[src/core/tifc_pkg.sv]
// Package: offsets, field positions and reset values of the trace filter
package tifc_pkg;
  // ****************************************************************
  // Register byte offsets
  // ****************************************************************
  localparam logic [11:0] TIFC_OFF_TAG = 12'h040;
  localparam logic [11:0] TIFC_OFF_MAIN = 12'h080;
  localparam logic [11:0] TIFC_OFF_RANGE = 12'h084;
  localparam logic [11:0] TIFC_OFF_SS = 12'h088;
  localparam logic [11:0] TIFC_OFF_ENABLE = 12'h0c0;
  // ****************************************************************
  // Field positions
  // ****************************************************************
  localparam int TIFC_TAG_W = 7;
  localparam int TIFC_S3_BIT = 19;
  localparam int TIFC_S0_BIT = 16;
  localparam int TIFC_ERR_BIT = 11;
  localparam int TIFC_RST_BIT = 10;
  localparam int TIFC_SS_BIT = 9;
  localparam int TIFC_TYPE_BIT = 7;
  localparam int TIFC_EXCL_LSB = 16;
  localparam int TIFC_STOP_LSB = 16;
  localparam int TIFC_EN_BIT = 0;
  localparam int TIFC_DEN_BIT = 1;
  // Writable masks (reserved bits read zero)
  localparam logic [31:0] TIFC_MAIN_MASK = 32'h0009_0c8f;
  localparam logic [31:0] TIFC_RANGE_MASK = 32'h000f_000f;
  localparam logic [31:0] TIFC_SS_MASK = 32'h00ff_00ff;
  localparam logic [31:0] TIFC_EN_MASK = 32'h0000_0003;
  // Reset value, response codes and exception levels
  localparam logic [31:0] TIFC_RST_VAL = 32'h0000_0000;
  localparam logic [1:0] TIFC_RESP_OKAY = 2'h0;
  localparam logic [1:0] TIFC_RESP_SLVERR = 2'h2;
  localparam logic [1:0] TIFC_EL0 = 2'h0;
  localparam logic [1:0] TIFC_EL3 = 2'h3;
endpackage : tifc_pkg

[src/core/tifc_startstop.sv]
// Start/stop state holder driven by single address comparator matches
`timescale 1ns/1ps
`default_nettype none
module tifc_startstop #(
  parameter int NUM_SAC = 8
) (
  // Clock and reset
  input wire logic aclk,
  input wire logic aresetn,
  // Selections and matches
  input wire logic [NUM_SAC-1:0] start_sel,
  input wire logic [NUM_SAC-1:0] stop_sel,
  input wire logic [NUM_SAC-1:0] sac_match,
  // State
  output logic started
);
  logic next_started;
  logic hit_start;
  logic hit_stop;

  // Stop wins a simultaneous start so trace never leaks past a stop point
  always_comb begin
    hit_start = |(start_sel & sac_match);
    hit_stop = |(stop_sel & sac_match);
    next_started = started;
    if (hit_stop) begin
      next_started = 1'b0;
    end else if (hit_start) begin
      next_started = 1'b1;
    end
  end

  always_ff @(posedge aclk) begin
    if (!aresetn) begin
      started <= 1'b0;
    end else begin
      started <= next_started;
    end
  end

  // Assertions
  stop_wins_a: assert property (@(posedge aclk) disable iff (!aresetn)
    hit_stop |=> !started) else $error("stop match did not stop");
  start_sets_a: assert property (@(posedge aclk) disable iff (!aresetn)
    hit_start && !hit_stop |=> started)
    else $error("start match did not start");
endmodule : tifc_startstop
`default_nettype wire

[src/core/tifc_top.sv]
// Trace stream tag and instruction view filter configuration block
// Operation
// - Instruction-only tracing uses the full 7-bit tag unchanged.
// - With data trace, instruction tag is upper six bits then 0.
// - With data trace, data tag is upper six bits then 1.
// - Secure level 3 disable bit suppresses the view at level 3.
// - Secure level 0 disable bit suppresses the view at level 0.
// - Force-error bit traces system error exceptions, except when a reset exception comes in the same cycle.
// - Force-reset bit always traces reset exceptions.
// - Status bit reads one when started, zero when stopped.
// - Type bit picks single resource 0-15 or pair 0-7.
// - Exclude bits per range comparator remove matching instructions.
// - Include bits per range; none set means everything included.
// - Selected stop comparator match enters stopped state.
// - Selected start comparator match enters started state, except when a stop match comes in the same cycle.
`timescale 1ns/1ps
`default_nettype none
module tifc_top #(
  parameter int NUM_ARC = 4,
  parameter int NUM_SAC = 8
) (
  // Clock and reset
  input wire logic aclk,
  input wire logic aresetn,
  // AXI4-Lite write address
  input wire logic [11:0] s_axi_awaddr,
  input wire logic s_axi_awvalid,
  output logic s_axi_awready,
  // AXI4-Lite write data
  input wire logic [31:0] s_axi_wdata,
  input wire logic [3:0] s_axi_wstrb,
  input wire logic s_axi_wvalid,
  output logic s_axi_wready,
  // AXI4-Lite write response
  output logic [1:0] s_axi_bresp,
  output logic s_axi_bvalid,
  input wire logic s_axi_bready,
  // AXI4-Lite read address
  input wire logic [11:0] s_axi_araddr,
  input wire logic s_axi_arvalid,
  output logic s_axi_arready,
  // AXI4-Lite read data
  output logic [31:0] s_axi_rdata,
  output logic [1:0] s_axi_rresp,
  output logic s_axi_rvalid,
  input wire logic s_axi_rready,
  // Processor trace inputs
  input wire logic [1:0] exc_level,
  input wire logic secure_state,
  input wire logic [15:0] single_resource,
  input wire logic [7:0] pair_resource,
  input wire logic [NUM_ARC-1:0] arc_match,
  input wire logic [NUM_SAC-1:0] sac_match,
  input wire logic is_syserr_exc,
  input wire logic is_reset_exc,
  input wire logic prev_traced,
  // Trace bus tags and filter result
  output logic [tifc_pkg::TIFC_TAG_W-1:0] instr_stream_tag,
  output logic [tifc_pkg::TIFC_TAG_W-1:0] data_stream_tag,
  output logic instruction_view_filter,
  output logic instr_trace
);
  import tifc_pkg::*;

  initial begin
    if (NUM_ARC < 1 || NUM_ARC > 4) $error("NUM_ARC must be 1..4");
    if (NUM_SAC < 1 || NUM_SAC > 8) $error("NUM_SAC must be 1..8");
  end

  // ****************************************************************
  // Registers
  // ****************************************************************
  logic [TIFC_TAG_W-1:0] stream_tag_value, next_stream_tag_value;
  logic [31:0] instr_view_main_ctrl, next_instr_view_main_ctrl;
  logic [31:0] instr_view_range_ctrl, next_instr_view_range_ctrl;
  logic [31:0] instr_view_startstop_ctrl, next_instr_view_startstop_ctrl;
  logic [1:0] enable_ctrl, next_enable_ctrl;
  logic aw_held, next_aw_held, w_held, next_w_held;
  logic [11:0] aw_addr, next_aw_addr;
  logic [31:0] w_data, next_w_data;
  logic [3:0] w_strb, next_w_strb;
  logic bvalid_q, next_bvalid_q;
  logic [1:0] bresp_q, next_bresp_q;
  logic rvalid_q, next_rvalid_q;
  logic [1:0] rresp_q, next_rresp_q;
  logic [31:0] rdata_q, next_rdata_q;
  logic startstop_state;
  logic unit_on, data_on;

  assign unit_on = enable_ctrl[TIFC_EN_BIT];
  assign data_on = enable_ctrl[TIFC_DEN_BIT];

  // Byte-lane merge limited to writable bits
  function automatic logic [31:0] merge(input logic [31:0] old,
      input logic [31:0] data, input logic [3:0] strb,
      input logic [31:0] mask);
    logic [31:0] res;
    res = old;
    for (int i = 0; i < 4; i++) begin
      if (strb[i]) begin
        res[i*8 +: 8] = data[i*8 +: 8];
      end
    end
    return res & mask;
  endfunction : merge

  // Known register offset
  function automatic logic mapped(input logic [11:0] a);
    return a == TIFC_OFF_TAG || a == TIFC_OFF_MAIN ||
      a == TIFC_OFF_RANGE || a == TIFC_OFF_SS || a == TIFC_OFF_ENABLE;
  endfunction : mapped

  // ****************************************************************
  // AXI4-Lite slave
  // ****************************************************************
  logic do_write;
  logic [3:0] arc_mask_l;
  logic [7:0] sac_mask_l;
  logic [31:0] range_mask, ss_mask;
  assign s_axi_awready = !aw_held && !bvalid_q;
  assign s_axi_wready = !w_held && !bvalid_q;
  assign s_axi_arready = !rvalid_q;
  assign s_axi_bvalid = bvalid_q;
  assign s_axi_bresp = bresp_q;
  assign s_axi_rvalid = rvalid_q;
  assign s_axi_rresp = rresp_q;
  assign s_axi_rdata = rdata_q;
  assign arc_mask_l = 4'((1 << NUM_ARC) - 1);
  assign sac_mask_l = 8'((1 << NUM_SAC) - 1);
  assign range_mask = TIFC_RANGE_MASK & {12'h000, arc_mask_l, 12'h000,
    arc_mask_l};
  assign ss_mask = TIFC_SS_MASK & {8'h00, sac_mask_l, 8'h00, sac_mask_l};

  // Address and data are caught in either order; response once both held
  always_comb begin
    next_aw_held = aw_held;
    next_w_held = w_held;
    next_aw_addr = aw_addr;
    next_w_data = w_data;
    next_w_strb = w_strb;
    next_bvalid_q = bvalid_q;
    next_bresp_q = bresp_q;
    next_stream_tag_value = stream_tag_value;
    next_instr_view_main_ctrl = instr_view_main_ctrl;
    next_instr_view_range_ctrl = instr_view_range_ctrl;
    next_instr_view_startstop_ctrl = instr_view_startstop_ctrl;
    next_enable_ctrl = enable_ctrl;
    do_write = 1'b0;
    if (s_axi_awvalid && s_axi_awready) begin
      next_aw_held = 1'b1;
      next_aw_addr = s_axi_awaddr;
    end
    if (s_axi_wvalid && s_axi_wready) begin
      next_w_held = 1'b1;
      next_w_data = s_axi_wdata;
      next_w_strb = s_axi_wstrb;
    end
    if (bvalid_q && s_axi_bready) begin
      next_bvalid_q = 1'b0;
    end
    if (aw_held && w_held) begin
      do_write = 1'b1;
      next_aw_held = 1'b0;
      next_w_held = 1'b0;
      next_bvalid_q = 1'b1;
      next_bresp_q = mapped(aw_addr) ? TIFC_RESP_OKAY : TIFC_RESP_SLVERR;
      unique case (aw_addr)
        TIFC_OFF_TAG: begin
          next_stream_tag_value = TIFC_TAG_W'(merge({25'h0,
            stream_tag_value}, w_data, w_strb, 32'h0000_007f));
        end
        TIFC_OFF_MAIN: begin
          next_instr_view_main_ctrl = merge(instr_view_main_ctrl, w_data,
            w_strb, TIFC_MAIN_MASK);
        end
        // Selections are frozen while tracing, as the far side must honour
        TIFC_OFF_RANGE: begin
          if (!unit_on) begin
            next_instr_view_range_ctrl = merge(instr_view_range_ctrl,
              w_data, w_strb, range_mask);
          end
        end
        TIFC_OFF_SS: begin
          if (!unit_on) begin
            next_instr_view_startstop_ctrl = merge(
              instr_view_startstop_ctrl, w_data, w_strb, ss_mask);
          end
        end
        TIFC_OFF_ENABLE: begin
          next_enable_ctrl = 2'(merge({30'h0, enable_ctrl}, w_data, w_strb,
            TIFC_EN_MASK));
        end
        default: begin
        end
      endcase
    end
  end

  // Read path; status bit is live start/stop state
  always_comb begin
    next_rvalid_q = rvalid_q;
    next_rresp_q = rresp_q;
    next_rdata_q = rdata_q;
    if (rvalid_q && s_axi_rready) begin
      next_rvalid_q = 1'b0;
    end
    if (s_axi_arvalid && s_axi_arready) begin
      next_rvalid_q = 1'b1;
      next_rresp_q = mapped(s_axi_araddr) ? TIFC_RESP_OKAY
        : TIFC_RESP_SLVERR;
      unique case (s_axi_araddr)
        TIFC_OFF_TAG: next_rdata_q = {25'h0, stream_tag_value};
        TIFC_OFF_MAIN: begin
          next_rdata_q = instr_view_main_ctrl;
          next_rdata_q[TIFC_SS_BIT] = startstop_state;
        end
        TIFC_OFF_RANGE: next_rdata_q = instr_view_range_ctrl;
        TIFC_OFF_SS: next_rdata_q = instr_view_startstop_ctrl;
        TIFC_OFF_ENABLE: next_rdata_q = {30'h0, enable_ctrl};
        default: next_rdata_q = 32'h0000_0000;
      endcase
    end
  end

  always_ff @(posedge aclk) begin
    if (!aresetn) begin
      aw_held <= 1'b0;
      w_held <= 1'b0;
      aw_addr <= 12'h000;
      w_data <= TIFC_RST_VAL;
      w_strb <= 4'h0;
      bvalid_q <= 1'b0;
      bresp_q <= TIFC_RESP_OKAY;
      rvalid_q <= 1'b0;
      rresp_q <= TIFC_RESP_OKAY;
      rdata_q <= TIFC_RST_VAL;
      stream_tag_value <= 7'h00;
      instr_view_main_ctrl <= TIFC_RST_VAL;
      instr_view_range_ctrl <= TIFC_RST_VAL;
      instr_view_startstop_ctrl <= TIFC_RST_VAL;
      enable_ctrl <= 2'h0;
    end else begin
      aw_held <= next_aw_held;
      w_held <= next_w_held;
      aw_addr <= next_aw_addr;
      w_data <= next_w_data;
      w_strb <= next_w_strb;
      bvalid_q <= next_bvalid_q;
      bresp_q <= next_bresp_q;
      rvalid_q <= next_rvalid_q;
      rresp_q <= next_rresp_q;
      rdata_q <= next_rdata_q;
      stream_tag_value <= next_stream_tag_value;
      instr_view_main_ctrl <= next_instr_view_main_ctrl;
      instr_view_range_ctrl <= next_instr_view_range_ctrl;
      instr_view_startstop_ctrl <= next_instr_view_startstop_ctrl;
      enable_ctrl <= next_enable_ctrl;
    end
  end

  // ****************************************************************
  // Start/stop logic
  // ****************************************************************
  tifc_startstop #(.NUM_SAC(NUM_SAC)) u_ss (
    .aclk(aclk),
    .aresetn(aresetn),
    .start_sel(instr_view_startstop_ctrl[NUM_SAC-1:0]),
    .stop_sel(instr_view_startstop_ctrl[TIFC_STOP_LSB +: NUM_SAC]),
    .sac_match(sac_match),
    .started(startstop_state)
  );

  // ****************************************************************
  // Filter and tags
  // ****************************************************************
  logic event_on, incl_hit, excl_hit, level_off, next_view, next_trace;
  logic [NUM_ARC-1:0] incl_sel, excl_sel;
  logic [TIFC_TAG_W-1:0] next_itag, next_dtag;
  assign incl_sel = instr_view_range_ctrl[NUM_ARC-1:0];
  assign excl_sel = instr_view_range_ctrl[TIFC_EXCL_LSB +: NUM_ARC];

  // Tags are registered so the trace bus sees a stable value
  always_comb begin
    if (instr_view_main_ctrl[TIFC_TYPE_BIT]) begin
      event_on = pair_resource[instr_view_main_ctrl[2:0]];
    end else begin
      event_on = single_resource[instr_view_main_ctrl[3:0]];
    end
    incl_hit = (incl_sel == '0) || |(incl_sel & arc_match);
    excl_hit = |(excl_sel & arc_match);
    level_off = secure_state && (
      (exc_level == TIFC_EL3 && instr_view_main_ctrl[TIFC_S3_BIT]) ||
      (exc_level == TIFC_EL0 && instr_view_main_ctrl[TIFC_S0_BIT]));
    next_view = event_on && startstop_state && incl_hit && !excl_hit &&
      !level_off;
    next_trace = next_view;
    if (is_syserr_exc) begin
      next_trace = instr_view_main_ctrl[TIFC_ERR_BIT] || prev_traced;
    end
    if (is_reset_exc) begin
      next_trace = instr_view_main_ctrl[TIFC_RST_BIT] || prev_traced;
    end
    if (data_on) begin
      next_itag = {stream_tag_value[6:1], 1'b0};
      next_dtag = {stream_tag_value[6:1], 1'b1};
    end else begin
      next_itag = stream_tag_value;
      next_dtag = 7'h00;
    end
  end

  always_ff @(posedge aclk) begin
    if (!aresetn) begin
      instr_stream_tag <= 7'h00;
      data_stream_tag <= 7'h00;
      instruction_view_filter <= 1'b0;
      instr_trace <= 1'b0;
    end else begin
      instr_stream_tag <= next_itag;
      data_stream_tag <= next_dtag;
      instruction_view_filter <= next_view;
      instr_trace <= next_trace;
    end
  end

  // ****************************************************************
  // Assertions
  // ****************************************************************
  itag_full_a: assert property (@(posedge aclk) disable iff (!aresetn)
    !data_on |=> instr_stream_tag == $past(stream_tag_value))
    else $error("instruction tag not full value");
  itag_even_a: assert property (@(posedge aclk) disable iff (!aresetn)
    data_on |=> instr_stream_tag == {$past(stream_tag_value[6:1]), 1'b0})
    else $error("instruction tag not even");
  dtag_odd_a: assert property (@(posedge aclk) disable iff (!aresetn)
    data_on |=> data_stream_tag == (instr_stream_tag | 7'h01))
    else $error("data tag not odd pair");
  s3_off_a: assert property (@(posedge aclk) disable iff (!aresetn)
    secure_state && exc_level == TIFC_EL3 && instr_view_main_ctrl[19]
    |=> !instruction_view_filter) else $error("level 3 not off");
  s0_off_a: assert property (@(posedge aclk) disable iff (!aresetn)
    secure_state && exc_level == TIFC_EL0 && instr_view_main_ctrl[16]
    |=> !instruction_view_filter) else $error("level 0 not off");
  err_force_a: assert property (@(posedge aclk) disable iff (!aresetn)
    is_syserr_exc && !is_reset_exc && instr_view_main_ctrl[11]
    |=> instr_trace) else $error("error exception not traced");
  rst_force_a: assert property (@(posedge aclk) disable iff (!aresetn)
    is_reset_exc && instr_view_main_ctrl[10] |=> instr_trace)
    else $error("reset exception not traced");
  excl_block_a: assert property (@(posedge aclk) disable iff (!aresetn)
    |(excl_sel & arc_match) |=> !instruction_view_filter)
    else $error("excluded range traced");
  stop_view_a: assert property (@(posedge aclk) disable iff (!aresetn)
    !startstop_state |=> !instruction_view_filter)
    else $error("view while stopped");
  range_lock_a: assert property (@(posedge aclk) disable iff (!aresetn)
    unit_on && $stable(unit_on) |=> $stable(instr_view_range_ctrl))
    else $error("range changed while enabled");
endmodule : tifc_top
`default_nettype wire

[config.mk]
export PLATFORM = sky130hd
export DESIGN_NAME = tifc_top
export DESIGN_NICKNAME = d
export VERILOG_FILES = /design/src/core/tifc_pkg.sv /design/src/core/tifc_startstop.sv /design/src/core/tifc_top.sv
export SDC_FILE = /design/constraint.sdc
export NUM_CORES = 1
export LEC_CHECK = 0
export ABC_AREA = 1
export BUFFER_PORTS_ARGS = -buffer_cell sky130_fd_sc_hd__buf_2
export CORE_UTILIZATION = 54
export CTS_BUF_LIST = sky130_fd_sc_hd__clkbuf_4 sky130_fd_sc_hd__clkbuf_8 sky130_fd_sc_hd__clkbuf_16
export DETAILED_ROUTE_END_ITERATION = 6
export PLACE_DENSITY = 0.85
export SLEW_MARGIN = 0
export SYNTH_ARGS = -nofsm -noshare
export SYNTH_HDL_FRONTEND = slang
export SYNTH_SLANG_ARGS = --single-unit
[constraint.sdc]
create_clock -name aclk -period 3.9 [get_ports aclk]
set_input_delay 0.39 -clock aclk [delete_from_list [all_inputs] [get_ports aclk]]
set_output_delay 0.39 -clock aclk [all_outputs]
set_load 0.01 [all_outputs]
**Yosys cells after proc, flatten, opt, wreduce, memory -nomap -nowiden**

Cells that the tools add are included.

- Register bits: 138
- Bits in latches: 0
- RAM bits: 0
- Memory bits (read-only): 0
- Input port bits: 109
- Output and inout bits: 57
- Word-level logic and storage cells: 113
- Memories kept: 0

- $add $sub $neg: 0
- Multipliers: 0
- Div/mod/pow operators: 0
- $lt $le $gt $ge: 2
- Eq/ne operators: 11
- Shifts and indexed selects: 0
- Mux-type cells: 15
- Bitwise logic cells: 6
- Reductions and logical operators: 53

Operators with widths:

| cell | count |
|---|---|
| $pmux 24 s5 | 1 |
| $eq 12x8->1 const B | 8 |
| $eq 12x7->1 const B | 2 |
| $and 8x8->8 | 2 |
| $reduce_and 4->1 | 4 |
| $logic_and 1x1->1 | 15 |
| $reduce_and 3->1 | 5 |
| $logic_or 1x1->1 | 12 |
| $mux 1 | 10 |
| $reduce_or 9->1 | 1 |
| $and 4x4->4 | 2 |
| $reduce_or 4->1 | 2 |
| $reduce_or 8->1 | 1 |
| $logic_not 1->1 | 6 |
| $lt 4x5->1 const B | 1 |
| $bmux 1 s4 | 1 |
| $logic_not 4->1 | 1 |
| $lt 3x4->1 const B | 1 |
| $mux 2 | 2 |
| $reduce_bool 2->1 | 2 |
| $reduce_or 2->1 | 2 |
| $bmux 1 s3 | 1 |
| $eq 2x2->1 const B | 1 |
| $logic_not 2->1 | 1 |
| other kinds (2) | 3 |

**Depth between registers and ports, before layout**

- Depth in word-level cells: 9
- Depth in mapped cells: 12
- Mapped depth without buffers: 11

**Hierarchy**

Synthesis repeated with hierarchy kept, for this count alone.

- Cell total of the unflattened synthesis: 726
- Area total of the unflattened synthesis: 5210.0 um^2

Modules (own cells, without submodules):

| module | times used | cells an instance | area an instance (um^2) | sequential area each (um^2) |
|---|---|---|---|---|
| tifc_top | 1 | 691 | 5061.1 | 2322.2 |
| tifc_startstop | 1 | 35 | 148.9 | 20.0 |

**Least setup slack after synthesis**

Ideal clock, no wire load.

- Kind: input -> register
- From: input s_axi_araddr[1]
- To: register rdata_q[17], in the netlist s_axi_rdata[17]
- Setup time: 0.070 ns
- Arrival: 1.333 ns
- Setup slack: 2.497 ns
- Stages: 7
- Buffers on the path: 0
- Cell sequence: nor2_1 nand3_1 nor3_4 inv_2 o22ai_1 nand2_1 a21oi_1

- Cells in the longest elaborated chain, start to end: 2
- Elaborated cells on any way between the ends: 6
- Those cells by class: eq/ne (5); mux (1)

Ends and longest elaborated chain:

| what | RTL line | source |
|---|---|---|
| start: declaration | tifc_top.sv:39 | `input wire logic [11:0] s_axi_araddr,` |
| $eq 12x8->1 or $eq 12x7->1 (tied branches) | tifc_top.sv:211 | `unique case (s_axi_araddr)` |
| $pmux 24 s5 (*) | tifc_top.sv:211 |  |
| end signal: assignment | tifc_top.sv:252 | `rdata_q <= next_rdata_q;` |
| end: declaration | tifc_top.sv:86 | `logic [31:0] rdata_q, next_rdata_q;` |

Mark *: on every way between the ends. The rest lies on a longest branch, timed or not.
A chain may end at the register's enable or synchronous reset.

**Final worst setup path**

- From: register rvalid_q, in the netlist s_axi_rvalid
- To: register rdata_q[1], in the netlist s_axi_rdata[1]

- Cells in the longest elaborated chain, start to end: 2

Ends and longest elaborated chain:

| what | RTL line | source |
|---|---|---|
| start: declaration | tifc_top.sv:84 | `logic rvalid_q, next_rvalid_q;` |
| start signal: assignment | tifc_top.sv:250 | `rvalid_q <= next_rvalid_q;` |
| $logic_not 1->1 | tifc_top.sv:122 | `assign s_axi_arready = !rvalid_q;` |
| $logic_and 1x1->1 | tifc_top.sv:207 | `if (s_axi_arvalid && s_axi_arready) begin` |

No other way between the ends.

==> qor.txt <==
CP top delay family: buffers and inverters
WHS: 0.1132 ns
Power Dens Cells: 503.7 nW/um2
mux contribution to synthesized area: 0%
final hold viol count: 0
post_cts resized: 0
Internal Pwr Total: 2.449 mW
core region area: 8891 um2
Yosys top cell area share: 46.31%
Max VDD drop: 0.3227 mV
reg2reg start: s_axi_rvalid
Post-Synth Simple-Gate Area: 23.73%
hold path startpoint: s_axi_awaddr[1]
dpl hpwl: 9423 um
gr ovfl total: 0
Synth area leader: dfxtp_1
CTS Buffer Depth: 2
DRT iter0 DRCs: 378
Seq pwr share: 39.9%
Worst R2R End: s_axi_rdata[1]
Die Area: 9757 um2
Synth Area in Compound Gates: 19.00%
minimum clock period: 1.972 ns
post-route ant nets: 0
Met3 Wirelength: 1036 um
Worst-path clk slew: 0.06 ns
total CTS buffers: 17
Post-synth top cells: dfxtp_1, nand2_1, nor2_1
Setup Crit Path Kind: reg -> reg
CP required: 4.30 ns
CTS tree: built
initial core utilization: 56.88%
Synth cell types: 34
root buffer cell: clkbuf_8
initial antenna violation count: 0
async set-reset flop share out of synthesis: 0%
area grow syn2layout: 25.16%
pin count of the biggest net entering global routing: 44
chip width: 98.78 um
H-Tree Depth: 4
Setup crit end kind: flop
routability cong.: 0.9286
first-pass GRT wire length: 20820 um
Final TNS setup: 0 ns
Worst EP arrival: 2.38 ns
M1 WL: 5523 um
number of remaining DRC errors: 0
average cell area after synthesis: 7.266 um2
Crit Path Max Fanout: 21
Port Buffers: 135
CP max stage cell: inv_1
std cell rows: 34
# clock sinks: 117
CTS hold repair buffers: 0
# diodes: 0
fin crit share: 50.57%
xor-xnor portion of the synthesized cell area: 0%
Synthesis Warnings: 0
leak pwr: 2.852 nW
Setup violations, final: 0
critical path launch point type: flop
slowest stage delay, CP: 0.66 ns
Post-Synthesis Cells: 696
most frequent CP cell: inv_1
max_slew headroom: 31.96%
achievable frequency: 507.1 MHz
status: finished clean
Hold WC Path Type: in -> reg
Gate power share: 7.5%
Synth Flop Type: dfxtp_1
Slew Viols, Final: 0
Synth area leaders: dfxtp_1, nand2_1, nor2_1
R2R setup slack: 1.93 ns
Reg2Reg Depth: 6
Worst Path Buf+Inv: 2
hold path depth: 3
drt total wl: 13310 um
Die Y: 98.78 um
routed via count: 5005
Ports: 166
sequential cell area fraction in the yosys report: 46.31%
setup bufs post-CTS: 0
layout cells sized above 1: 22.58%
vias in the first global route: 4538
Cell Area, Synth: 5057 um2
Max Cap Viol: 0
Adder-Cell Fraction of Synth Area: 0%
RSZ-0062 raised after global routing: false
Sw Share: 23.19%
met2 WL: 6415 um
clock skew: 0.01135 ns
WHS Endpoint: aw_addr[1]
Psw: 0.7394 mW
DR WL/cell: 14.08 um
largest family of logic cells by synthesized area: simple AND/OR/NAND/NOR gates
flops & latches, synth: 117
DR top layer: met4
Slew @ Worst Pin: 1.019 ns
CP startpoint: s_axi_rvalid
crit path cell chain: inv_1 > nand2_1 > inv_1 > o21ai_0 > nor2_1 > a31oi_1
gr usage total: 27.60%
clock share of power: 52.5%
number of synthesized flops with an enable pin: 0
vias per cell: 5.296
drt pass-1 iters: 6
Final #Nets: 933
Clk Latency, worst-skew pair: 0.53 ns
metrics by stage:
stage	std cells	setup WS, ns	cell area [um2]	util (%)	total power [mW]
6_report	945	1.928	6330	71.19	3.188
3_5_place_dp	913	1.838	5689	63.99	1.533
3_3_place_gp	913	1.882	5689	63.99	1.522
2_1_floorplan	710	2.497	5110	-	1.450
5_1_grt	945	1.677	6330	71.19	3.285
4_1_cts	945	1.899	6330	71.19	3.193
worst max-delay path by stage:
| stage | cells after the start | endpoint | slack [ns] |
|---|---|---|---|
| after floorplan | 7 | s_axi_rdata[17] | 2.50 |
| final | 6 | s_axi_rdata[1] | 1.93 |
| after global placement | 6 | s_axi_rdata[1] | 1.88 |
| after CTS | 6 | s_axi_rdata[1] | 1.90 |
| after global routing | 6 | s_axi_rdata[0] | 1.68 |
| after detailed placement | 6 | s_axi_rdata[1] | 1.84 |
registers in the layout, summed over array words and instances, names as in the netlist, 2 cells and up:
name                       count
aw_addr                       12
data_stream_tag                7
enable_ctrl                    2
instr_stream_tag               7
instr_view_main_ctrl           9
instr_view_range_ctrl          8
instr_view_startstop_ctrl     16
s_axi_rdata                   19
stream_tag_value               7
w_data                        18
w_strb                         3
layer usage:
metal | vias to the layer above | track usage (%)
li1 | 2493 | -
met1 | 2240 | 32.13
met2 | 239 | 47.12
met3 | 33 | 7.872
met4 | 0 | 12.51
met5 | - | 0
worst min-delay path, delay by kind of cell:
kind / cells / cell delay (ns)
compound gates: 1 / 0.07
buf+inv: 1 / 0.07
simple gates: 1 / 0.07
kinds of logic (layout without fill, tap and decap cells):
logic type	count (synthesis)	after routing
flip-flops	117	117
AO/OA/AOI/OAI	178	178
AND/OR/NAND/NOR	276	276
other	1	15
buffers and inverters	124	251
placed cells by master (no fill, tap or decap), types with 5 or more instances in the layout:
master     instances
nand3_1           29
nand4_1            8
nor2_1           102
buf_2            135
clkbuf_16         16
nand2_1          117
o22ai_1           10
inv_1             82
nand2_2            7
o21ai_1            8
o21a_1             9
bufinv_16          5
conb_1            15
o21ai_0           70
dfxtp_1          117
a21oi_1           69
area by class of cell:
type / count / area, um2
clock buffers: 19 / 435.4
clock inverters: 13 / 205.2
fillers: 719 / 2561
inverters: 83 / 311.5
multi-input cells: 469 / 2217
flip-flops and latches: 117 / 2342
well taps: 108 / 135.1
repair buffers: 136 / 683.2
power groups by stage:
stage	Clock, mW	Sequential, mW	Combinational, mW
detailed placement	0	1.30	0.236
global route	1.74	1.28	0.271
floorplan	0	1.29	0.163
finish	1.68	1.27	0.239
CTS	1.68	1.27	0.239
global placement	0	1.29	0.228
No activity file was read; power rests on OpenSTA's default activity.
